<file path="config.mk">
export PLATFORM = sky130hd
export DESIGN_NAME = current_power_calc_engine
export DESIGN_NICKNAME = d
export VERILOG_FILES = /design/src/logic/power_calc_pkg.sv /design/src/logic/current_power_calc_engine.sv
export SDC_FILE = /design/constraint.sdc
export NUM_CORES = 2
export LEC_CHECK = 0
export ABC_CLOCK_PERIOD_IN_PS = 24100
export BUFFER_PORTS_ARGS = -buffer_cell sky130_fd_sc_hd__buf_4
export CAP_MARGIN = 20
export CORE_ASPECT_RATIO = 0.6
export CORE_MARGIN = 8
export CORE_UTILIZATION = 50
export CTS_CLUSTER_SIZE = 14
export DETAILED_ROUTE_END_ITERATION = 8
export GPL_TIMING_DRIVEN = 0
export PLACE_DENSITY = 0.65
export SYNTH_ARGS = -nofsm -noshare
export SYNTH_HDL_FRONTEND = slang
export SYNTH_SLANG_ARGS = --single-unit
</file>
<file path="constraint.sdc">
create_clock -name clk_sys -period 24.1 [get_ports clk_sys]
set_clock_uncertainty 0.05 [all_clocks]
set_input_delay 4.82 -clock clk_sys [delete_from_list [all_inputs] [get_ports clk_sys]]
set_output_delay 4.82 -clock clk_sys [all_outputs]
set_load 0.03 [all_outputs]
</file>
<file path="src/logic/power_calc_pkg.sv">
// constants, register map and carrier types of the current and power engine
// assumes one 100 MHz clock domain shared with the register port and front end
package power_calc_pkg;

  // register indices as seen by the register pointer
  localparam logic [7:0] ADDR_CONFIGURATION = 8'h00;
  localparam logic [7:0] ADDR_SHUNT_VOLTAGE_RESULT = 8'h01;
  localparam logic [7:0] ADDR_BUS_VOLTAGE_RESULT = 8'h02;
  localparam logic [7:0] ADDR_POWER_RESULT = 8'h03;
  localparam logic [7:0] ADDR_CURRENT_RESULT = 8'h04;
  localparam logic [7:0] ADDR_SCALE_FACTOR = 8'h05;

  // reset values
  localparam logic [15:0] RST_CONFIGURATION = 16'h0000;
  localparam logic [15:0] RST_RESULT = 16'h0000;
  localparam logic [15:0] RST_SCALE_FACTOR = 16'h0000;
  localparam logic [15:0] UNMAPPED_READ = 16'h0000;

  // arithmetic constants
  localparam int CURRENT_DIV_SHIFT = 11;
  localparam logic [31:0] CURRENT_ROUND_BIAS = 32'h0000_07ff;
  localparam logic [15:0] POWER_DIVISOR = 16'h4e20;
  localparam int POWER_TO_CURRENT_STEP = 25;
  localparam int BUS_STEP_UV = 1250;
  localparam int BUS_SIGN_BIT = 15;

  // timing: one quotient bit per clock
  localparam int DIVIDE_CYCLES = 32;
  localparam logic [5:0] DIVIDE_LAST = 6'h1f;

  typedef struct packed {
    logic [7:0] addr;
    logic wr;
    logic rd;
    logic [15:0] wdata;
  } reg_req_t;

  typedef struct packed {
    logic [15:0] shunt_code;
    logic [15:0] bus_code;
  } meas_t;

  typedef enum logic {
    ST_IDLE,
    ST_DIVIDE
  } calc_state_t;

endpackage : power_calc_pkg

</file>
<file path="src/logic/current_power_calc_engine.sv">
// current and power engine: result registers plus scale-factor arithmetic
// assumes register port and converter front end run on clk_sys
`timescale 1ns/1ps

module current_power_calc_engine (
  // clock and reset
  input wire logic clk_sys,
  input wire logic rst_n,
  // register port
  input wire power_calc_pkg::reg_req_t reg_req,
  output logic [15:0] reg_rdata,
  // measurement strobe from the converter front end
  input wire logic meas_valid,
  input wire power_calc_pkg::meas_t meas,
  // status
  output logic scale_written,
  output logic calc_busy
);

  // register storage
  logic [15:0] configuration;
  logic [15:0] shunt_voltage_result;
  logic [15:0] bus_voltage_result;
  logic [15:0] power_result;
  logic [15:0] current_result;
  logic [15:0] scale_factor;

  // divider state
  power_calc_pkg::calc_state_t state;
  logic [31:0] quo;
  logic [15:0] rem;
  logic [5:0] cnt;

  // address decode
  logic hit_cfg;
  logic hit_scale;
  logic wr_cfg;
  logic wr_scale;
  assign hit_cfg = (reg_req.addr == power_calc_pkg::ADDR_CONFIGURATION);
  assign hit_scale = (reg_req.addr == power_calc_pkg::ADDR_SCALE_FACTOR);
  assign wr_cfg = reg_req.wr && hit_cfg;
  assign wr_scale = reg_req.wr && hit_scale;

  logic [15:0] next_rdata;
  always_comb begin
    if (reg_req.addr == power_calc_pkg::ADDR_CONFIGURATION) begin
      next_rdata = configuration;
    end else if (reg_req.addr == power_calc_pkg::ADDR_SHUNT_VOLTAGE_RESULT) begin
      next_rdata = shunt_voltage_result;
    end else if (reg_req.addr == power_calc_pkg::ADDR_BUS_VOLTAGE_RESULT) begin
      next_rdata = bus_voltage_result;
    end else if (reg_req.addr == power_calc_pkg::ADDR_POWER_RESULT) begin
      next_rdata = power_result;
    end else if (reg_req.addr == power_calc_pkg::ADDR_CURRENT_RESULT) begin
      next_rdata = current_result;
    end else if (reg_req.addr == power_calc_pkg::ADDR_SCALE_FACTOR) begin
      next_rdata = scale_factor;
    end else begin
      next_rdata = power_calc_pkg::UNMAPPED_READ;
    end
  end

  // bus code is unsigned with a fixed step; top bit forced low
  logic [15:0] next_bus;
  assign next_bus = {1'b0, meas.bus_code[power_calc_pkg::BUS_SIGN_BIT-1:0]};

  // current: signed shunt times unsigned scale, truncated toward zero
  logic signed [31:0] cur_product;
  logic [31:0] cur_biased;
  logic [31:0] cur_quot;
  logic [15:0] next_current;
  assign cur_product = $signed(meas.shunt_code) * $signed({16'h0000, scale_factor});
  assign cur_biased = cur_product[31] ? (32'(cur_product) + power_calc_pkg::CURRENT_ROUND_BIAS)
                                      : 32'(cur_product);
  assign cur_quot = 32'($signed(cur_biased) >>> power_calc_pkg::CURRENT_DIV_SHIFT);
  assign next_current = cur_quot[15:0];

  // power dividend uses the magnitude of the new current and bus codes
  logic [15:0] cur_mag;
  logic [31:0] pwr_product;
  assign cur_mag = next_current[15] ? 16'(-next_current) : next_current;
  assign pwr_product = cur_mag * next_bus;

  // restoring divider step by the fixed power divisor
  logic [15:0] trial;
  logic take;
  logic [15:0] next_rem;
  logic [31:0] next_quo;
  assign trial = {rem[14:0], quo[31]};
  assign take = (trial >= power_calc_pkg::POWER_DIVISOR);
  assign next_rem = take ? 16'(trial - power_calc_pkg::POWER_DIVISOR) : trial;
  assign next_quo = {quo[30:0], take};

  logic start;
  logic finish;
  assign start = meas_valid && scale_written;
  assign finish = (state == power_calc_pkg::ST_DIVIDE) && (cnt == power_calc_pkg::DIVIDE_LAST);

  // register writes and read data
  always_ff @(posedge clk_sys) begin
    if (!rst_n) begin
      configuration <= power_calc_pkg::RST_CONFIGURATION;
      scale_factor <= power_calc_pkg::RST_SCALE_FACTOR;
      scale_written <= 1'b0;
      reg_rdata <= power_calc_pkg::UNMAPPED_READ;
    end else begin
      if (wr_cfg) begin
        configuration <= reg_req.wdata;
      end
      if (wr_scale) begin
        scale_factor <= reg_req.wdata;
        scale_written <= 1'b1;
      end
      if (reg_req.rd) begin
        reg_rdata <= next_rdata;
      end
    end
  end

  // measurement capture: only shunt and bus come from outside
  always_ff @(posedge clk_sys) begin
    if (!rst_n) begin
      shunt_voltage_result <= power_calc_pkg::RST_RESULT;
      bus_voltage_result <= power_calc_pkg::RST_RESULT;
    end else if (meas_valid) begin
      shunt_voltage_result <= meas.shunt_code;
      bus_voltage_result <= next_bus;
    end
  end

  // current result and power divider; a new measurement restarts the divide
  always_ff @(posedge clk_sys) begin
    if (!rst_n) begin
      current_result <= power_calc_pkg::RST_RESULT;
      power_result <= power_calc_pkg::RST_RESULT;
      state <= power_calc_pkg::ST_IDLE;
      quo <= 32'h0000_0000;
      rem <= 16'h0000;
      cnt <= 6'h00;
      calc_busy <= 1'b0;
    end else if (start) begin
      current_result <= next_current;
      quo <= pwr_product;
      rem <= 16'h0000;
      cnt <= 6'h00;
      state <= power_calc_pkg::ST_DIVIDE;
      calc_busy <= 1'b1;
    end else begin
      case (state)
        power_calc_pkg::ST_IDLE: begin
          calc_busy <= 1'b0;
        end
        power_calc_pkg::ST_DIVIDE: begin
          quo <= next_quo;
          rem <= next_rem;
          cnt <= 6'(cnt + 6'h01);
          if (finish) begin
            power_result <= next_quo[15:0];
            state <= power_calc_pkg::ST_IDLE;
            calc_busy <= 1'b0;
          end
        end
        default: begin
          state <= power_calc_pkg::ST_IDLE;
        end
      endcase
    end
  end

endmodule : current_power_calc_engine

</file>
After elaboration in Yosys (flattened, before gate mapping):

Index checks and enable logic that the tools add are counted.

* multiply operators: 2
* order comparisons: 1
* bitwise operators: 3
* reductions and logical operators: 8
* multiplexer cells: 17
* add/sub/neg operators: 4
* eq/ne operators: 7

Operators by type and width (count)
* 16-bit 2-to-1 mux: 7
* 32-bit 2-to-1 mux: 2
* 16-bit by 17-bit multiplier with 32-bit output: 1
* 16-bit by 15-bit multiplier with 31-bit output: 1
* 27-bit by 11-bit adder with 27-bit output, second input constant: 1
* 27-bit 2-to-1 mux: 1
* 8-bit by 2-bit equality test with 1-bit output, second input constant: 2
* 8-bit by 3-bit equality test with 1-bit output, second input constant: 2
* 16-bit by 15-bit >= comparator with 1-bit output, second input constant: 1
* 16-bit negation: 1
* 15-bit 2-to-1 mux: 1
* 15-bit subtractor, second input constant: 1
* 8-bit by 1-bit equality test with 1-bit output, second input constant: 1
* 8-bit logical NOT: 1
* 6-bit by 1-bit adder with 6-bit output, second input constant: 1
* 6-bit by 5-bit equality test with 1-bit output, second input constant: 1
* 1-bit 2-to-1 mux: 5
* 1-bit logical AND: 4
* 3-bit by 1-bit != test with 1-bit output, second input constant: 1
* 1-bit inverter: 3
* 3-bit AND reduction: 1
* 1-bit one-hot mux with 2 select lines: 1
* 2-bit nonzero test: 1
* 2-bit OR reduction: 1

* output and inout port bits: 18
* logic and storage cells: 55
* bits of input ports: 61
* register bits: 167

Depth between registers and ports, before layout:

* depth after elaboration: 7
* mapped depth: 56
* depth with buffers taken out: 49

Worst setup path before layout:

No wires, ideal clock.

* kind: input to register
* start point: input port meas[24] (netlist name)
* end point: register quo[27]
* stages: 56
* arrival time: 17.985 ns
* path buffers: 8
* required time: 23.923 ns
* slack: 5.938 ns
* setup time: 0.127 ns
* cells stage by stage: clkbuf_1 > clkbuf_1 > nand2_1 > fa_1 > inv_1 > fa_1 > inv_1 > fa_1 > inv_1 > fa_1 > fa_1 > inv_1 > fa_1 > inv_1 > ha_1 > clkbuf_1 > and3_1 > and4_1 > [... 20 more ...] > fa_1 > inv_1 > fa_1 > inv_1 > fa_1 > inv_1 > ha_1 > and2_1 > and4_1 > a31oi_1 > nand2_1 > o21ai_0 > o21ai_0 > a31oi_1 > o21ai_0 > a31oi_1 > nor3_1 > or3_1

* cells in the longest elaborated chain, start to end: 7

Ends and longest elaborated chain
* start: declaration: RTL line current_power_calc_engine.sv:14 `input wire power_calc_pkg::meas_t meas,`
* 16-bit by 17-bit multiplier with 32-bit output (*): RTL line current_power_calc_engine.sv:72 `assign cur_product = $signed(meas.shunt_code) * $signed({16'h0000, scale_factor});`
* 27-bit by 11-bit adder with 27-bit output: RTL line current_power_calc_engine.sv:73 `assign cur_biased = cur_product[31] ? (32'(cur_product) + power_calc_pkg::CURRENT_ROUND_BIAS)`
* 27-bit 2-to-1 mux (*): RTL line current_power_calc_engine.sv:73
* 16-bit negation: RTL line current_power_calc_engine.sv:81 `assign cur_mag = next_current[15] ? 16'(-next_current) : next_current;`
* 16-bit 2-to-1 mux (*): RTL line current_power_calc_engine.sv:81
* 16-bit by 15-bit multiplier with 31-bit output (*): RTL line current_power_calc_engine.sv:82 `assign pwr_product = cur_mag * next_bus;`
* 32-bit 2-to-1 mux (*): RTL line current_power_calc_engine.sv:141 `end else if (start) begin`
* end signal: assignment: RTL line current_power_calc_engine.sv:143 `quo <= pwr_product;`
* end signal: assignment: RTL line current_power_calc_engine.sv:154 `quo <= next_quo;`
* end: declaration: RTL line current_power_calc_engine.sv:30 `logic [31:0] quo;`

Mark *: on every way between the ends. The rest lies on a longest branch, timed or not.
A chain may end at the register's enable or synchronous reset.

Worst setup path in the final report:

* start point: input port meas[31] (netlist name)
* end point: register quo[29]

Same word-level chain as after synthesis.

==> flow_summary.ini <==
[route]
remaining_drc_errors = 0
drt_wl_total_um = 97100
vias_per_cell = 6.02
wl_per_cell_um = 24.0
firstDrtPassIters = 7
via_count = 24337
postRouteAntennaNets = 0
first_iter_violations = 3217

[floorplan]
core_mm2 = 0.0527
boundaryPins = 79
die_x_um = 315
die_h_um = 195
start_util_pct = 50.7
dieArea_mm2 = 0.0614
row_count = 65

[worst_setup_path]
crit_slowest_cell = nor4_1
worstSetupEndpoint = quo[29]$_SDFFE_PN0P_
r2r_slack_ns = 5.80
critPathMostFrequentCell = fa_1
arrival_ns = 22.47
ff2ff_path_depth = 51
crit_path_max_incr_delay_ns = 0.95
cp.depth = 51
path_delay_family = adder cells
startpoint = meas[31]
critPathMaxFanout = 10
rr_endpoint = quo[29]$_SDFFE_PN0P_
setup.worst_path.start_class = primary input
path_buf_inv = 13
setup.worst_path.end_class = flop
crit_type = in -> reg
cp_data_required_time_ns = 24.34
rr_startpoint = scale_factor[10]$_SDFFE_PN0P_

[yosys]
synth-async-reset-ratio_pct = 0
ys_warn_count = 0
ys_ff_latch = 167
synth_nets = 3882
ys_top_cells_by_area = fa_1 (28%), dfxtp_1 (13%), ha_1 (10%), inv_1 (6.6%), nand2_1 (5.4%)
synth_top_area_share_pct = 28.0
yosysTopAreaCell = fa_1
postSynthAreaPerCell_um2 = 8.27
syn_inst = 3232
synthDistinctLibCells = 80
syn_area_mm2 = 0.0267
synth-edff-count = 0
synth-seq-area-share_pct = 12.5
synthFlopType = dfxtp_1

[cells_and_area]
seqCellArea_mm2 = 0.00334
area_delta_synth_final_pct = 7.35
num-fill-cells = 4984
fin_util_pct = 54.5
layout.cells.non_filler = 4040
finalNetCount = 3971
drive_gt1_share_pct = 4.23
design_area_mm2 = 0.0287
layout_commonest_cell = inv_1
multi_input_area_mm2 = 0.0207
final_cell_mix = inv_1 (473), nand2_1 (387), fa_1 (374)

[clock_network]
clock_latency_ns = 0.43
cts.path.max_buffers = 2
ctsHoldBuffers = 0
cts_setup_buffers = 0
htree_levels = 4
cts-buffers-inserted = 17
cts_tree = done
cts_resized = 0
clock_sinks = 167
cts-root-buf = clkbuf_16
clkTransAtPathRegs_ns = 0.07

[global_routing]
antenna_found_initial = 5
grt_util_all_layers_pct = 31.3
grt_pass1_vias = 24107
grt_pass1_wl_um = 148000
grt_max_degree = 17
grt-ovfl-total = 0

[run]
cap_violations = 0

[sta]
fmax_mhz = 45.0
holdWs_ns = 0.403
slew_headroom_pct = 24.8
fin_crit_sh_pct = 92.2
setup_violations = 0
worstMarginPinSlew_ns = 1.12
fin_crit_ns = 22.23
finalMaxSlewViolations = 0
setup-tns-final_ns = 0
rsz0062_at_grt = no
hold_viol = 0

[hold_path]
hold_path_class = reg -> reg

[placement]
gp_congestion = 1.04
dpl.hpwl_um = 79900
place_area_mm2 = 0.0281
portBuffers = 68
post-place-cells = 4005

[power]
ir_drop_v = 0.000147
cellLeakagePower_nw = 13.5
power_density_mw_per_mm2 = 75.3

[status]
outcome = complete, no violations
## cells by family after synthesis
family | Yosys count | share of synthesized area (%)
DFF | 167 | 12.5
buffers and inverters | 697 | 9.90
and+or+nand+nor | 1086 | 19.9
xor gates and xnor gates | 74 | 2.42
adders and majority gates | 589 | 38.1
AOI/OAI and AO/OA | 497 | 12.6
muxes | 122 | 4.64
## cell type report
cell class / instances / share of cell area (%)
diodes: 3 / 0.0262
plain buffers: 220 / 2.99
clock buffers: 20 / 1.52
clock inverters: 12 / 0.414
inverters: 477 / 6.24
multi-input cells: 2368 / 72.3
flip-flops and latches: 167 / 11.6
well taps: 703 / 3.06
repair buffers: 70 / 1.82
## worst reg2reg max path: cells and delay by family (launching register included)
family                   cells  cell delay [ns]
multiplexers                 1             0.35
adder cells (fa/ha/maj)     15             7.48
XOR/XNOR                     1             0.33
AND/OR/NAND/NOR              9             2.96
AO/OA/AOI/OAI               12             3.22
flip-flops                   1             0.30
buffers and inverters       13             3.47
## cell usage after synthesis (14+ instances only)
cell,n
a2111oi_0,14
a221o_1,14
or4_1,15
inv_1,473
o21a_1,25
nand2_1,387
nor3_1,65
dfxtp_1,167
or3_1,31
a31oi_1,25
nand4_1,54
and3_1,25
and2_1,157
o211a_1,21
xnor2_1,49
buf_1,17
ha_1,215
clkbuf_1,192
o21ai_0,92
nor2b_1,21
fa_1,374
o211ai_1,24
a21oi_1,125
nand2b_1,25
nor4_1,30
xor2_1,25
a21o_1,24
mux2i_1,109
nand3_1,65
a211oi_1,28
nor2_1,177
## where the power goes
part	internal, mW	switching [mW]	total (mW)
logic	0.612	1.00	1.62
registers	0.281	0.00323	0.284
clock network	0.144	0.119	0.263
total	1.04	1.13	2.16
## metrics by stage
step	setup slack, ns	total power, mW
finish	1.87	2.16
global placement	2.12	1.82
detailed placement	2.33	1.83
global route	1.54	2.35
CTS	2.65	2.12
floorplan	5.94	1.39
## registers in the layout (all words and copies together) (netlist names)
register / cells
calc_busy: 1
configuration: 16
cnt: 6
current_result: 16
quo: 32
rem: 15
scale_written: 1
power_result: 16
reg_rdata: 16
bus_voltage_result: 15
shunt_voltage_result: 16
scale_factor: 16
state: 1
## routing by layer
layer / global-route usage, % / routed length (um) / vias up
li1: - / - / 10834
met1: 47.9 / 45100 / 11941
met2: 40.2 / 35800 / 1402
met3: 12.7 / 14300 / 160
met4: 6.69 / 1950 / 0
met5: 0 / 0 / -
## worst min-delay path by stage
| stage | endpoint | startpoint | depth (start not counted) |
|---|---|---|---|
| 6_report | rem[14]$_SDFFE_PP0P_ | rem[14]$_SDFFE_PP0P_ | 2 |
| 5_1_grt | rem[14]$_SDFFE_PP0P_ | rem[14]$_SDFFE_PP0P_ | 2 |
| 4_1_cts | rem[14]$_SDFFE_PP0P_ | rem[14]$_SDFFE_PP0P_ | 2 |
| 3_5_place_dp | rem[14]$_SDFFE_PP0P_ | rem[14]$_SDFFE_PP0P_ | 2 |
| 3_3_place_gp | rem[14]$_SDFFE_PP0P_ | rem[14]$_SDFFE_PP0P_ | 2 |
| 2_1_floorplan | rem[14]$_SDFFE_PP0P_ | rem[14]$_SDFFE_PP0P_ | 2 |
Power figures use the tool's default switching activity.
